==> src/rtl/brake_pkg.sv <==
// constants, register map and states of the motor holding brake sequencer
package brake_pkg;

  // ******************************************************************
  // timing
  // ******************************************************************
  localparam int unsigned CLK_PERIOD_NS = 10;
  localparam int unsigned MS_NS         = 1000000;
  localparam int unsigned CYC_PER_MS    = MS_NS / CLK_PERIOD_NS;
  localparam int unsigned TIME_W        = 16;
  localparam logic [15:0] MAG_TIME_DEF_MS   = 16'h0000; // 0 s
  localparam logic [15:0] OPEN_DELAY_DEF_MS = 16'h0064; // 0.1 s
  localparam logic [15:0] CLOSE_DELAY_DEF_MS = 16'h0064; // 0.1 s
  localparam logic [15:0] SPEED_CLOSE_RPM   = 16'h0014; // 20 rpm

  // ******************************************************************
  // register map, byte addresses
  // ******************************************************************
  localparam logic [4:0] REG_CTRL  = 5'h00;
  localparam logic [4:0] REG_MAG   = 5'h04;
  localparam logic [4:0] REG_OPEN  = 5'h08;
  localparam logic [4:0] REG_CLOSE = 5'h0C;
  localparam logic [4:0] REG_FREQ  = 5'h10;
  localparam logic [4:0] REG_TORQ  = 5'h14;
  localparam logic [4:0] REG_STAT  = 5'h18;

  // control register fields and reset values
  localparam int unsigned CTRL_FN_LSB   = 0;
  localparam int unsigned CTRL_OUT0_BIT = 2;
  localparam int unsigned CTRL_OUT1_BIT = 3;
  localparam int unsigned CTRL_FO_BIT   = 4;
  localparam int unsigned CTRL_FC_BIT   = 5;
  localparam int unsigned CTRL_MODE_LSB = 8;
  localparam logic [1:0] FN_OFF  = 2'h0;
  localparam logic [1:0] FN_ON   = 2'h1;
  localparam logic [1:0] FN_LINK = 2'h3;
  localparam logic [7:0] MODE_DEF    = 8'h00;
  localparam logic [7:0] MODE_VF_MAX = 8'h03;
  localparam logic [7:0] MODE_VEC_MIN = 8'h14; // 20
  localparam logic [15:0] FREQ_DEF   = 16'h0000; // 0 %
  localparam int unsigned FREQ_SRC_BIT = 16;
  localparam int unsigned TORQ_SRC_BIT = 0;

  // status register fields
  localparam int unsigned STAT_CMD_BIT   = 12;
  localparam int unsigned STAT_CFG_BIT   = 13;
  localparam int unsigned STAT_SLIP_BIT  = 14;
  localparam int unsigned STAT_MOTOR_BIT = 15;

  // ******************************************************************
  // sequencer states
  // ******************************************************************
  typedef enum logic [2:0] {
    ST_IDLE  = 3'h0,
    ST_MAG   = 3'h1,
    ST_OPEN  = 3'h2,
    ST_RUN   = 3'h3,
    ST_RAMP  = 3'h4,
    ST_CLOSE = 3'h5
  } seq_state_t;

endpackage

==> src/rtl/motor_holding_brake_sequencer.sv <==
// motor holding brake sequencer with avalon register slave
//
// How it works
// brake function 0 disables the brake, 1 enables it, 3 follows link.
// after the open command the motor holds still for the open delay.
// a close delay, 0.1 s by default, runs before the motor goes off.
// the open command shows in status and may drive output 0 or 1.
// magnetizing lasts the set time; zero with brake on flags an error.
// an enabled forced-open input opens the brake whatever the state.
// an enabled forced-close input closes the brake whatever the state.
// start frequency goes to the slip output; nonzero turns slip on.
// start frequency comes from the setting or from an external input.
// start torque comes from zero by default or from an external input.
// mode 0 to 3 uses start frequency, mode 20 and up uses torque.
// switch on magnetizes, then opens the brake, waits, then runs.
// on stop the motor ramps down and below 20 rpm the brake closes.
// after the close command the motor stays on for the close delay.
// coast stop or safe torque off closes the brake at once; an active enabled forced-open input keeps it open instead.
// forced close wins over forced open and over the sequencer.
// one timer counts both delays and restarts at each brake command.
`timescale 1ns/1ns
module motor_holding_brake_sequencer
  import brake_pkg::*;
#(
  parameter int unsigned TICK_CYC = CYC_PER_MS
) (
  // clock and reset
  input  wire logic        clk_sys_i,
  input  wire logic        rst_b_i,
  // avalon-mm slave
  input  wire logic [4:0]  address_i,
  input  wire logic        read_i,
  input  wire logic        write_i,
  input  wire logic [3:0]  byteenable_i,
  input  wire logic [31:0] writedata_i,
  output logic      [31:0] readdata_o,
  output logic             waitrequest_o,
  // command pins
  input  wire logic        switch_on_i,
  input  wire logic        normal_stop_i,
  input  wire logic        quick_stop_i,
  input  wire logic        coast_stop_i,
  input  wire logic        safe_torque_off_i,
  input  wire logic        forced_open_i,
  input  wire logic        forced_close_i,
  // drive side values
  input  wire logic [15:0] speed_rpm_i,
  input  wire logic        link_brake_i,
  input  wire logic [15:0] ext_start_freq_i,
  input  wire logic [15:0] ext_torque_i,
  // brake and motor outputs
  output logic             brake_open_o,
  output logic             dout0_o,
  output logic             dout1_o,
  output logic             motor_on_o,
  output logic             magnetizing_o,
  output logic             accel_o,
  output logic             ramp_down_o,
  output logic [15:0]      slip_freq_o,
  output logic             slip_comp_en_o,
  output logic [15:0]      torque_set_o,
  output logic             cfg_err_o
);

  // ******************************************************************
  // functions
  // ******************************************************************

  // byte lane merge for register writes
  function automatic logic [31:0] be_merge(input logic [31:0] old_v,
                                           input logic [31:0] new_v,
                                           input logic [3:0]  be);
    logic [31:0] r;
    r = old_v;
    for (int i = 0; i < 4; i++) begin
      if (be[i]) begin
        r[8*i +: 8] = new_v[8*i +: 8];
      end
    end
    return r;
  endfunction

  // ******************************************************************
  // pin synchronisers
  // ******************************************************************
  logic [6:0] pins_s;
  logic       on_s, nstop_s, qstop_s, coast_s, sto_s, fo_s, fc_s;

  brake_sync #(.W(7)) u_sync (
    .clk_sys_i (clk_sys_i),
    .rst_b_i   (rst_b_i),
    .pin_i     ({forced_close_i, forced_open_i, safe_torque_off_i,
                 coast_stop_i, quick_stop_i, normal_stop_i, switch_on_i}),
    .sync_o    (pins_s)
  );

  assign {fc_s, fo_s, sto_s, coast_s, qstop_s, nstop_s, on_s} = pins_s;

  // ******************************************************************
  // avalon slave
  // ******************************************************************
  logic [1:0]  fn_q;
  logic        out0_q, out1_q, fo_en_q, fc_en_q, fsrc_q, tsrc_q;
  logic [7:0]  mode_q;
  logic [15:0] mag_q, open_q, close_q, freq_q;
  logic        ack_q;
  logic        wr_ok;
  logic [31:0] ctrl_v, freq_v, stat_v, rd_d;
  logic [31:0] ctrl_w, mag_w, open_w, close_w, freq_w;
  seq_state_t  state_q, state_d;

  assign waitrequest_o = (read_i || write_i) && !ack_q;
  assign wr_ok         = write_i && ack_q;
  assign ctrl_v = {16'h0000, mode_q, 2'h0, fc_en_q, fo_en_q,
                   out1_q, out0_q, fn_q};
  assign freq_v = {15'h0000, fsrc_q, freq_q};
  assign stat_v = {16'h0000, motor_on_o, slip_comp_en_o, cfg_err_o,
                   brake_open_o, 9'h000, state_q};

  // byte lane merged write values
  assign ctrl_w  = be_merge(ctrl_v, writedata_i, byteenable_i);
  assign mag_w   = be_merge({16'h0000, mag_q}, writedata_i, byteenable_i);
  assign open_w  = be_merge({16'h0000, open_q}, writedata_i, byteenable_i);
  assign close_w = be_merge({16'h0000, close_q}, writedata_i, byteenable_i);
  assign freq_w  = be_merge(freq_v, writedata_i, byteenable_i);

  // one wait state on every access
  always_ff @(posedge clk_sys_i) begin
    if (!rst_b_i) begin
      ack_q <= 1'b0;
    end else begin
      ack_q <= (read_i || write_i) && !ack_q;
    end
  end

  // read mux, unmapped reads as zero
  always_comb begin
    rd_d = 32'h0000_0000;
    unique case (address_i)
      REG_CTRL:  rd_d = ctrl_v;
      REG_MAG:   rd_d = {16'h0000, mag_q};
      REG_OPEN:  rd_d = {16'h0000, open_q};
      REG_CLOSE: rd_d = {16'h0000, close_q};
      REG_FREQ:  rd_d = freq_v;
      REG_TORQ:  rd_d = {31'h0000_0000, tsrc_q};
      REG_STAT:  rd_d = stat_v;
      default:   rd_d = 32'h0000_0000;
    endcase
  end

  // read data captured in the wait cycle
  always_ff @(posedge clk_sys_i) begin
    if (!rst_b_i) begin
      readdata_o <= 32'h0000_0000;
    end else if (read_i && !ack_q) begin
      readdata_o <= rd_d;
    end
  end

  // control register
  always_ff @(posedge clk_sys_i) begin
    if (!rst_b_i) begin
      fn_q    <= FN_OFF;
      out0_q  <= 1'b0;
      out1_q  <= 1'b0;
      fo_en_q <= 1'b0;
      fc_en_q <= 1'b0;
      mode_q  <= MODE_DEF;
    end else if (wr_ok && address_i == REG_CTRL) begin
      fn_q    <= ctrl_w[CTRL_FN_LSB +: 2];
      out0_q  <= ctrl_w[CTRL_OUT0_BIT];
      out1_q  <= ctrl_w[CTRL_OUT1_BIT];
      fo_en_q <= ctrl_w[CTRL_FO_BIT];
      fc_en_q <= ctrl_w[CTRL_FC_BIT];
      mode_q  <= ctrl_w[CTRL_MODE_LSB +: 8];
    end
  end

  // time and start assist registers
  always_ff @(posedge clk_sys_i) begin
    if (!rst_b_i) begin
      mag_q   <= MAG_TIME_DEF_MS;
      open_q  <= OPEN_DELAY_DEF_MS;
      close_q <= CLOSE_DELAY_DEF_MS;
      freq_q  <= FREQ_DEF;
      fsrc_q  <= 1'b0;
      tsrc_q  <= 1'b0;
    end else if (wr_ok) begin
      unique case (address_i)
        REG_MAG:   mag_q <= mag_w[15:0];
        REG_OPEN:  open_q <= open_w[15:0];
        REG_CLOSE: close_q <= close_w[15:0];
        REG_FREQ: begin
          freq_q <= freq_w[15:0];
          fsrc_q <= freq_w[FREQ_SRC_BIT];
        end
        REG_TORQ: begin
          if (byteenable_i[0]) begin
            tsrc_q <= writedata_i[TORQ_SRC_BIT];
          end
        end
        default: begin
        end
      endcase
    end
  end

  // ******************************************************************
  // sequencer
  // ******************************************************************
  logic        brake_en, stop_req, kill, fo_act, fc_act;
  logic        seq_open, cmd_d, tmr_start, tmr_done;
  logic [15:0] tmr_load;

  assign brake_en = (fn_q == FN_ON) || (fn_q == FN_LINK);
  assign stop_req = nstop_s || qstop_s || !on_s;
  assign kill     = coast_s || sto_s;
  assign fo_act   = fo_en_q && fo_s;
  assign fc_act   = fc_en_q && fc_s;

  brake_timer #(.TICK_CYC(TICK_CYC), .W(TIME_W)) u_tmr (
    .clk_sys_i (clk_sys_i),
    .rst_b_i   (rst_b_i),
    .start_i   (tmr_start),
    .load_i    (tmr_load),
    .done_o    (tmr_done)
  );

  // next state and timer loads
  always_comb begin
    state_d   = state_q;
    tmr_start = 1'b0;
    tmr_load  = mag_q;
    unique case (state_q)
      ST_IDLE: begin
        if (on_s && !stop_req) begin
          state_d   = ST_MAG;
          tmr_start = 1'b1;
        end
      end
      ST_MAG: begin
        if (stop_req) begin
          state_d = ST_IDLE;
        end else if (tmr_done && brake_en) begin
          state_d   = ST_OPEN;
          tmr_start = 1'b1;
          tmr_load  = open_q;
        end else if (tmr_done) begin
          state_d = ST_RUN;
        end
      end
      ST_OPEN: begin
        if (stop_req) begin
          state_d = ST_RAMP;
        end else if (tmr_done) begin
          state_d = ST_RUN;
        end
      end
      ST_RUN: begin
        if (stop_req) begin
          state_d = ST_RAMP;
        end
      end
      ST_RAMP: begin
        if (speed_rpm_i < SPEED_CLOSE_RPM && brake_en) begin
          state_d   = ST_CLOSE;
          tmr_start = 1'b1;
          tmr_load  = close_q;
        end else if (speed_rpm_i < SPEED_CLOSE_RPM) begin
          state_d = ST_IDLE;
        end
      end
      ST_CLOSE: begin
        if (tmr_done) begin
          state_d = ST_IDLE;
        end
      end
      default: state_d = ST_IDLE;
    endcase
    if (kill) begin
      state_d   = ST_IDLE;
      tmr_start = 1'b0;
    end
  end

  // state register
  always_ff @(posedge clk_sys_i) begin
    if (!rst_b_i) begin
      state_q <= ST_IDLE;
    end else begin
      state_q <= state_d;
    end
  end

  // brake command: forced close, forced open, then sequencer
  always_comb begin
    seq_open = 1'b0;
    if (fn_q == FN_ON) begin
      seq_open = (state_q == ST_OPEN) || (state_q == ST_RUN) ||
                 (state_q == ST_RAMP);
    end else if (fn_q == FN_LINK) begin
      seq_open = link_brake_i;
    end
    if (fc_act) begin
      cmd_d = 1'b0;
    end else if (fo_act) begin
      cmd_d = 1'b1;
    end else begin
      cmd_d = seq_open && !kill;
    end
  end

  // registered brake and motor outputs
  always_ff @(posedge clk_sys_i) begin
    if (!rst_b_i) begin
      brake_open_o  <= 1'b0;
      dout0_o       <= 1'b0;
      dout1_o       <= 1'b0;
      motor_on_o    <= 1'b0;
      magnetizing_o <= 1'b0;
      accel_o       <= 1'b0;
      ramp_down_o   <= 1'b0;
      cfg_err_o     <= 1'b0;
    end else begin
      brake_open_o  <= cmd_d;
      dout0_o       <= out0_q && cmd_d;
      dout1_o       <= out1_q && cmd_d;
      motor_on_o    <= state_d != ST_IDLE;
      magnetizing_o <= state_d == ST_MAG;
      accel_o       <= state_d == ST_RUN;
      ramp_down_o   <= state_d == ST_RAMP;
      cfg_err_o     <= brake_en && mag_q == 16'h0000;
    end
  end

  // start assist during the opening phase; slip enable follows a nonzero start frequency in every state
  always_ff @(posedge clk_sys_i) begin
    if (!rst_b_i) begin
      slip_freq_o    <= 16'h0000;
      slip_comp_en_o <= 1'b0;
      torque_set_o   <= 16'h0000;
    end else begin
      slip_comp_en_o <= freq_q != 16'h0000;
      slip_freq_o    <= 16'h0000;
      torque_set_o   <= 16'h0000;
      if (state_d == ST_OPEN && mode_q <= MODE_VF_MAX) begin
        slip_freq_o <= fsrc_q ? ext_start_freq_i : freq_q;
      end
      if (state_d == ST_OPEN && mode_q >= MODE_VEC_MIN && tsrc_q) begin
        torque_set_o <= ext_torque_i;
      end
    end
  end
endmodule

==> src/rtl/brake_sync.sv <==
// two flop synchroniser for the command pins
`timescale 1ns/1ns
module brake_sync #(
  parameter int unsigned W = 7
) (
  // clock and reset
  input  wire logic         clk_sys_i,
  input  wire logic         rst_b_i,
  // pins and synchronised levels
  input  wire logic [W-1:0] pin_i,
  output logic      [W-1:0] sync_o
);

  logic [W-1:0] meta_q;

  // first flop feeds only the second
  always_ff @(posedge clk_sys_i) begin
    if (!rst_b_i) begin
      meta_q <= '0;
      sync_o <= '0;
    end else begin
      meta_q <= pin_i;
      sync_o <= meta_q;
    end
  end

endmodule

==> src/rtl/brake_timer.sv <==
// millisecond delay timer, restarted on each load
`timescale 1ns/1ns
module brake_timer #(
  parameter int unsigned TICK_CYC = 100000,
  parameter int unsigned W        = 16
) (
  // clock and reset
  input  wire logic         clk_sys_i,
  input  wire logic         rst_b_i,
  // control
  input  wire logic         start_i,
  input  wire logic [W-1:0] load_i,
  output logic              done_o
);

  localparam int unsigned PW = $clog2(TICK_CYC + 1);

  logic [PW-1:0] pre_q;
  logic [W-1:0]  left_q;
  logic          run_q;

  // prescaler to ms ticks, then count down
  always_ff @(posedge clk_sys_i) begin
    if (!rst_b_i) begin
      pre_q  <= '0;
      left_q <= '0;
      run_q  <= 1'b0;
    end else if (start_i) begin
      pre_q  <= '0;
      left_q <= load_i;
      run_q  <= 1'b1;
    end else if (run_q && left_q != '0) begin
      if (pre_q == PW'(TICK_CYC - 1)) begin
        pre_q  <= '0;
        left_q <= left_q - W'(1);
      end else begin
        pre_q <= pre_q + PW'(1);
      end
    end
  end

  assign done_o = run_q && (left_q == '0);

endmodule

==> config.mk <==
export PLATFORM = sky130hd
export DESIGN_NAME = motor_holding_brake_sequencer
export DESIGN_NICKNAME = d
export VERILOG_FILES = /design/src/rtl/brake_pkg.sv /design/src/rtl/motor_holding_brake_sequencer.sv /design/src/rtl/brake_sync.sv /design/src/rtl/brake_timer.sv
export SDC_FILE = /design/constraint.sdc
export NUM_CORES = 1
export LEC_CHECK = 0
export BUFFER_PORTS_ARGS = -buffer_cell sky130_fd_sc_hd__buf_2
export CAP_MARGIN = 20
export CORE_MARGIN = 5
export CORE_UTILIZATION = 50
export CTS_CLUSTER_SIZE = 24
export DETAILED_ROUTE_END_ITERATION = 16
export PLACE_DENSITY = 0.73
export SLEW_MARGIN = 20
export SYNTH_ARGS = -nofsm -noshare
export SYNTH_HDL_FRONTEND = slang
export SYNTH_SLANG_ARGS = --single-unit
==> constraint.sdc <==
create_clock -name clk_sys_i -period 6.9 [get_ports clk_sys_i]
set_input_delay 0.345 -clock clk_sys_i [delete_from_list [all_inputs] [get_ports clk_sys_i]]
set_output_delay 0.345 -clock clk_sys_i [all_outputs]
set_load 0.02 [all_outputs]
==> results of run 1 <==
==> worst min path at each step <==
stage / depth (start not counted) / to / slack [ns] / startpoint
after floorplan: 1 / u_sync.sync_o[0]$_SDFF_PN0_ / 0.41 / u_sync.meta_q[0]$_SDFF_PN0_
after global placement: 1 / u_sync.sync_o[3]$_SDFF_PN0_ / 0.41 / u_sync.meta_q[3]$_SDFF_PN0_
after detailed placement: 1 / u_sync.sync_o[0]$_SDFF_PN0_ / 0.42 / u_sync.meta_q[0]$_SDFF_PN0_
after CTS: 2 / u_sync.meta_q[1]$_SDFF_PN0_ / 0.1 / normal_stop_i
after global routing: 2 / u_sync.meta_q[1]$_SDFF_PN0_ / 0.10 / normal_stop_i
final: 2 / u_sync.meta_q[1]$_SDFF_PN0_ / 0.11 / normal_stop_i
==> per-stage QoR <==
stage                     worst slack [ns]  area (um^2)
after detailed placement              3.48         9010
after global routing                  3.27         9640
after global placement                3.61         9010
after CTS                             3.48         9640
after floorplan                       4.38         8270
final                                 3.51         9640
==> cell usage in the layout (no fill, tap or decap), types with 12 or more instances in the layout <==
| master | count |
|---|---|
| nor2_1 | 86 |
| buf_4 | 14 |
| a31oi_1 | 12 |
| nand3_1 | 60 |
| a22o_1 | 16 |
| o22ai_1 | 16 |
| conb_1 | 15 |
| clkbuf_16 | 17 |
| and4_1 | 19 |
| nor4_1 | 15 |
| dfxtp_1 | 190 |
| xor2_1 | 16 |
| and2_1 | 23 |
| a22oi_1 | 21 |
| a21oi_1 | 100 |
| mux2i_1 | 35 |
| buf_2 | 141 |
| nand2_1 | 112 |
==> cells in the mapped netlist, drive strengths merged, types with 10 or more instances <==
master  number
mux2i       35
a31oi       13
nor3        14
nand2      112
o22ai       17
a22o        16
nor2        87
and2        23
o21ai       13
a22oi       21
xnor2       11
nor4        18
dfxtp      190
buf         29
clkbuf      42
xor2        16
nand3       60
and4        19
a21oi      101
nand4       10
==> logic make-up (layout without fill, tap and decap cells) <==
kind of cell               count (synthesis)  after routing  synth area share
AOI/OAI and AO/OA                        202            202             0.157
xor gates and xnor gates                  27             27            0.0288
DFF                                      190            190             0.463
buffers and inverters                     79            195            0.0478
muxes                                     43             43            0.0591
other                                      1             15          0.000456
adders and majority gates                  3              3           0.00457
and+or+nand+nor                          384            384             0.240
==> cell type report <==
type / instances / area, um^2
clock buffer: 20 / 447
clock inverter: 12 / 183
fill: 1477 / 6360
inverter: 8 / 30.0
multi-input combinational: 674 / 4100
sequential: 190 / 3800
tap: 216 / 270
timing repair buffer: 155 / 811
==> state kept, by name, indices dropped and copies added, names as in the netlist, 2 cells and up <==
signal and cells:
readdata_o 17, u_tmr.pre_q 17, close_q 16, freq_q 16
mag_q 16, open_q 16, slip_freq_o 16, torque_set_o 16
u_tmr.left_q 16, mode_q 8, u_sync.meta_q 7, u_sync.sync_o 7
state_q 3, fn_q 2
==> report_power, final <==
group          switching (mW)  internal [mW]  total [mW]
Clock                   0.430          0.620        1.05
Sequential            0.00377           1.10        1.11
Combinational          0.0656         0.0313      0.0969
Total                   0.499           1.75        2.25
==> worst max-delay path: cells and delay by family, from the launching register on <==
kind	cells	cell delay [ns]
flip-flops	1	0.35
AND/OR/NAND/NOR	6	2.91
==> layer usage <==
layer  GRT usage  vias up
li1            -     3545
met1       0.300     3389
met2       0.345      290
met3      0.0617       37
met4      0.0837        0
met5           0        -
==> reports/metrics.cfg, run 1 <==
[outcome]
status = finished clean

[drt]
highest_layer = met4
antenna_left = 0
vias = 7261
drt-met1-wl_mm = 9.76
dr.pass1.iters = 5
dr.first_iter.drc_count = 675
wl_met2_mm = 10.1
avgRoutedWirePerCell_um = 17.4
drt-total-wl_mm = 22.1
routed-wl-met3_mm = 1.72
drc_errors = 0
vias_per_cell = 5.69

[timing]
tightest_slew_ns = 1.06
fin_skew_ns = 0.00724
fin_crit_sh = 0.492
hold_viol = 0
rsz0062_at_grt = false
hold_slack_ns = 0.114
fmax_mhz = 295
tns_ns = 0
period_needed_ns = 3.39
slew_violations = 0
setup_violations = 0
relSlewSlack = 0.285

[worst_setup_path]
critPathMaxFanout = 21
critPathCaptureType = flip-flop
worst-setup-path-type = flip-flop to flip-flop
path_cells = or4_4 > or4b_4 > nor4_1 > or3_1 > nand2b_1 > nor2_1
startpoint = u_tmr.left_q[10]$_SDFFE_PN0P_
required_ns = 7.20
r2r_cells = 6
rrSetupSlack_ns = 3.51
cp_slowest_cell = or3_1
arrival_ns = 3.70
endpoint = u_tmr.pre_q[6]$_SDFFE_PP0P_
cp-start-kind = flip-flop
r2r-end = u_tmr.pre_q[6]$_SDFFE_PP0P_
crit-reg2reg-launch = u_tmr.left_q[10]$_SDFFE_PN0P_
max_stage_delay_ns = 0.65

[global_routing]
grt_util_all_layers = 0.224
overflow = 0
grt_pass1_vias = 6821
grt_max_degree = 97
antenna_found_initial = 0
grt_pass1_wl_mm = 35.7

[synth]
synth.area.top_cells = dfxtp_1, a21oi_1, nand2_1, mux2i_1, nor2_1
yosysSeqAreaShare = 0.463
yosys_warnings = 0
synthArstFlopShare = 0
synth_ff_type = dfxtp_1
synth_top_area_share = 0.463
synth_cells = 929
synth.distinct_cells = 67
synth_edf_count = 0
synth.avg_cell_area_um2 = 8.85
syn-cell-area_um2 = 8220
synth-seq-cells = 190
netlist.top_cell.by_area = dfxtp_1

[die]
ioPinCount = 175
initial_core_util = 0.514
core_um2 = 16000
chipHeight_um = 138
die_area_um2 = 19100
die_x_um = 138
rows = 46

[job]
maxCapViolations = 0

[placement]
io_buffers = 141
routabilityCongestion = 0.883
dp.cells = 1243
place_hpwl_mm = 15.5

[cts]
cts_buffers = 17
worstSkewPairLatency_ns = 0.43
root_buffer = clkbuf_16
clk_pin_slew_ns = 0.07
postCtsResizedCells = 0
cts_hold_buf = 0
cts_tree = built
htreeDepth = 4
postCtsSetupBuffers = 0
clk_path_buf_depth = 2
cts_sinks = 190

[finish]
drive_gt1_frac = 0.209
area_delta_synth_final_pct = 17.3
finish.utilization = 0.603
fin_nets = 1150
diodes = 0
finalNonFillerCells = 1275

[power_and_ir_drop]
leakage_nw = 3.57
total_power_mw = 2.25
pwr_density_cell_nw_per_um2 = 234
irDropWorstVdd_uv = 181

[worst_hold_path]
min_path_type = primary input to flip-flop

Power figures use the tool's default switching activity.
==> inputs of run 2 (changes only) <==
Clock period 6.9 ns to 3.3 ns, I/O delays scaled along.
==> reports/metrics.cfg, run 2 (same netlist as run 1, synthesis figures left out) <==
[cts]
worstSkewPairLatency_ns = 0.44
postCtsResizedCells = 0
clk_pin_slew_ns = 0.07
clk_path_buf_depth = 2
htreeDepth = 4
cts_tree = built
root_buffer = clkbuf_16
cts_buffers = 17
cts_sinks = 190

[worst_setup_path]
arrival_ns = 3.14
critPathCaptureType = flip-flop
cp_slowest_cell = or4b_4
worst-setup-path-type = flip-flop to flip-flop
r2r_cells = 6
max_stage_delay_ns = 0.61
cp-start-kind = flip-flop
crit-reg2reg-launch = u_tmr.left_q[10]$_SDFFE_PN0P_
r2r-end = u_tmr.pre_q[9]$_SDFFE_PP0P_
rrSetupSlack_ns = 0.46
path_cells = or4_4 > or4b_4 > nor4_1 > or3_1 > nand2b_1 > nor2_1
required_ns = 3.60
critPathMaxFanout = 13

[finish]
fin_nets = 1200
finalNonFillerCells = 1325
area_delta_synth_final_pct = 22.5
final_cell_mix = dfxtp_1, buf_2, nand2_1, a21oi_1, nor2_1
multi_input_area_um2 = 4100
regArea_um2 = 3800
layout_commonest_cell = dfxtp_1
diodes = 0
drive_gt1_frac = 0.208
n_fill_cell = 1408
reg_top3 = readdata_o (17), u_tmr.pre_q (17)

[timing]
fmax_mhz = 352
setup_violations = 0
fin_crit_sh = 0.860
period_needed_ns = 2.84
hold_slack_ns = 0.0229
rsz0062_at_grt = false
tns_ns = 0
slew_violations = 0
fin_skew_ns = 0.00872
hold_viol = 0
relSlewSlack = 0.343
tightest_slew_ns = 0.985

[die]
chipHeight_um = 138
die_area_um2 = 19100
die_x_um = 138
core_um2 = 16000
rows = 46
initial_core_util = 0.514
ioPinCount = 175

[drt]
antenna_left = 0
drc_errors = 0
dr.pass1.iters = 7
vias_per_cell = 5.67
drt-total-wl_mm = 23.2
avgRoutedWirePerCell_um = 17.5
dr.first_iter.drc_count = 773
vias = 7512

[power_and_ir_drop]
total_power_mw = 4.57
irDropWorstVdd_uv = 343
leakage_nw = 3.75
pwr_density_cell_nw_per_um2 = 454

[placement]
place_hpwl_mm = 15.8
io_buffers = 141
routabilityCongestion = 0.886
dp.cells = 1251

[global_routing]
grt_pass1_vias = 7535
grt_util_all_layers = 0.243
grt_pass1_wl_mm = 38.9
overflow = 0
antenna_found_initial = 0
grt_max_degree = 63

[worst_hold_path]
holdPathStages = 3
holdPathEnd = close_q[7]$_SDFFE_PN0P_
min_path_type = primary input to flip-flop
min_from = writedata_i[7]

[outcome]
status = finished clean

[job]
maxCapViolations = 0

run 2: routing by layer:
metal | track usage | routed length (um) | vias up | part of all wire
met2 | 0.392 | 10900 | 327 | 0.47
met5 | 0 | 0 | - | 0
met3 | 0.0624 | 1850 | 43 | 0.080
met4 | 0.0931 | 591 | 0 | 0.025
li1 | - | - | 3644 | -
met1 | 0.315 | 9860 | 3498 | 0.43
run 2: critical path, delay by kind of cell, from the launching register on:
family / cells / cell delay, ns
simple gates: 6 / 2.36
flops: 1 / 0.35
run 2: power breakdown:
group          switching (mW)  total (mW)  internal (mW)
logic                   0.147       0.248          0.101
registers             0.00795        2.31           2.30
clock network           0.934        2.01           1.07
run 2: worst max path at each step:
stage	from	endpoint	slack, ns
final	u_tmr.left_q[10]$_SDFFE_PN0P_	u_tmr.pre_q[9]$_SDFFE_PP0P_	0.46
after global routing	u_tmr.left_q[10]$_SDFFE_PN0P_	u_tmr.pre_q[4]$_SDFFE_PP0P_	0.24
after CTS	u_tmr.left_q[10]$_SDFFE_PN0P_	u_tmr.left_q[12]$_SDFFE_PN0P_	0.51
after detailed placement	u_tmr.left_q[10]$_SDFFE_PN0P_	u_tmr.left_q[12]$_SDFFE_PN0P_	0.51
after global placement	u_tmr.left_q[10]$_SDFFE_PN0P_	u_tmr.left_q[9]$_SDFFE_PN0P_	0.61
after floorplan	u_tmr.left_q[10]$_SDFFE_PN0P_	u_tmr.left_q[15]$_SDFFE_PN0P_	0.78
run 2: layout make-up:
type                       instances  area share
timing repair buffer             205       0.128
clock inverter                    14      0.0134
tap                              216      0.0268
multi-input combinational        674       0.407
clock buffer                      18      0.0436
inverter                           8     0.00298
sequential                       190       0.378
run 2: metrics by stage:
| step | instance area [um^2] | setup WS [ns] | util |
|---|---|---|---|
| global placement | 9070 | 0.607 | 0.567 |
| CTS | 10100 | 0.513 | 0.629 |
| global route | 10100 | 0.241 | 0.629 |
| floorplan | 8270 | 0.784 | - |
| detailed placement | 9070 | 0.514 | 0.567 |
| finish | 10100 | 0.461 | 0.629 |
run 2: repair_timing:
action                                 CTS  global route
hold buffers                            42             0
endpoints found under the hold margin   43             0
setup buffers                            0             0
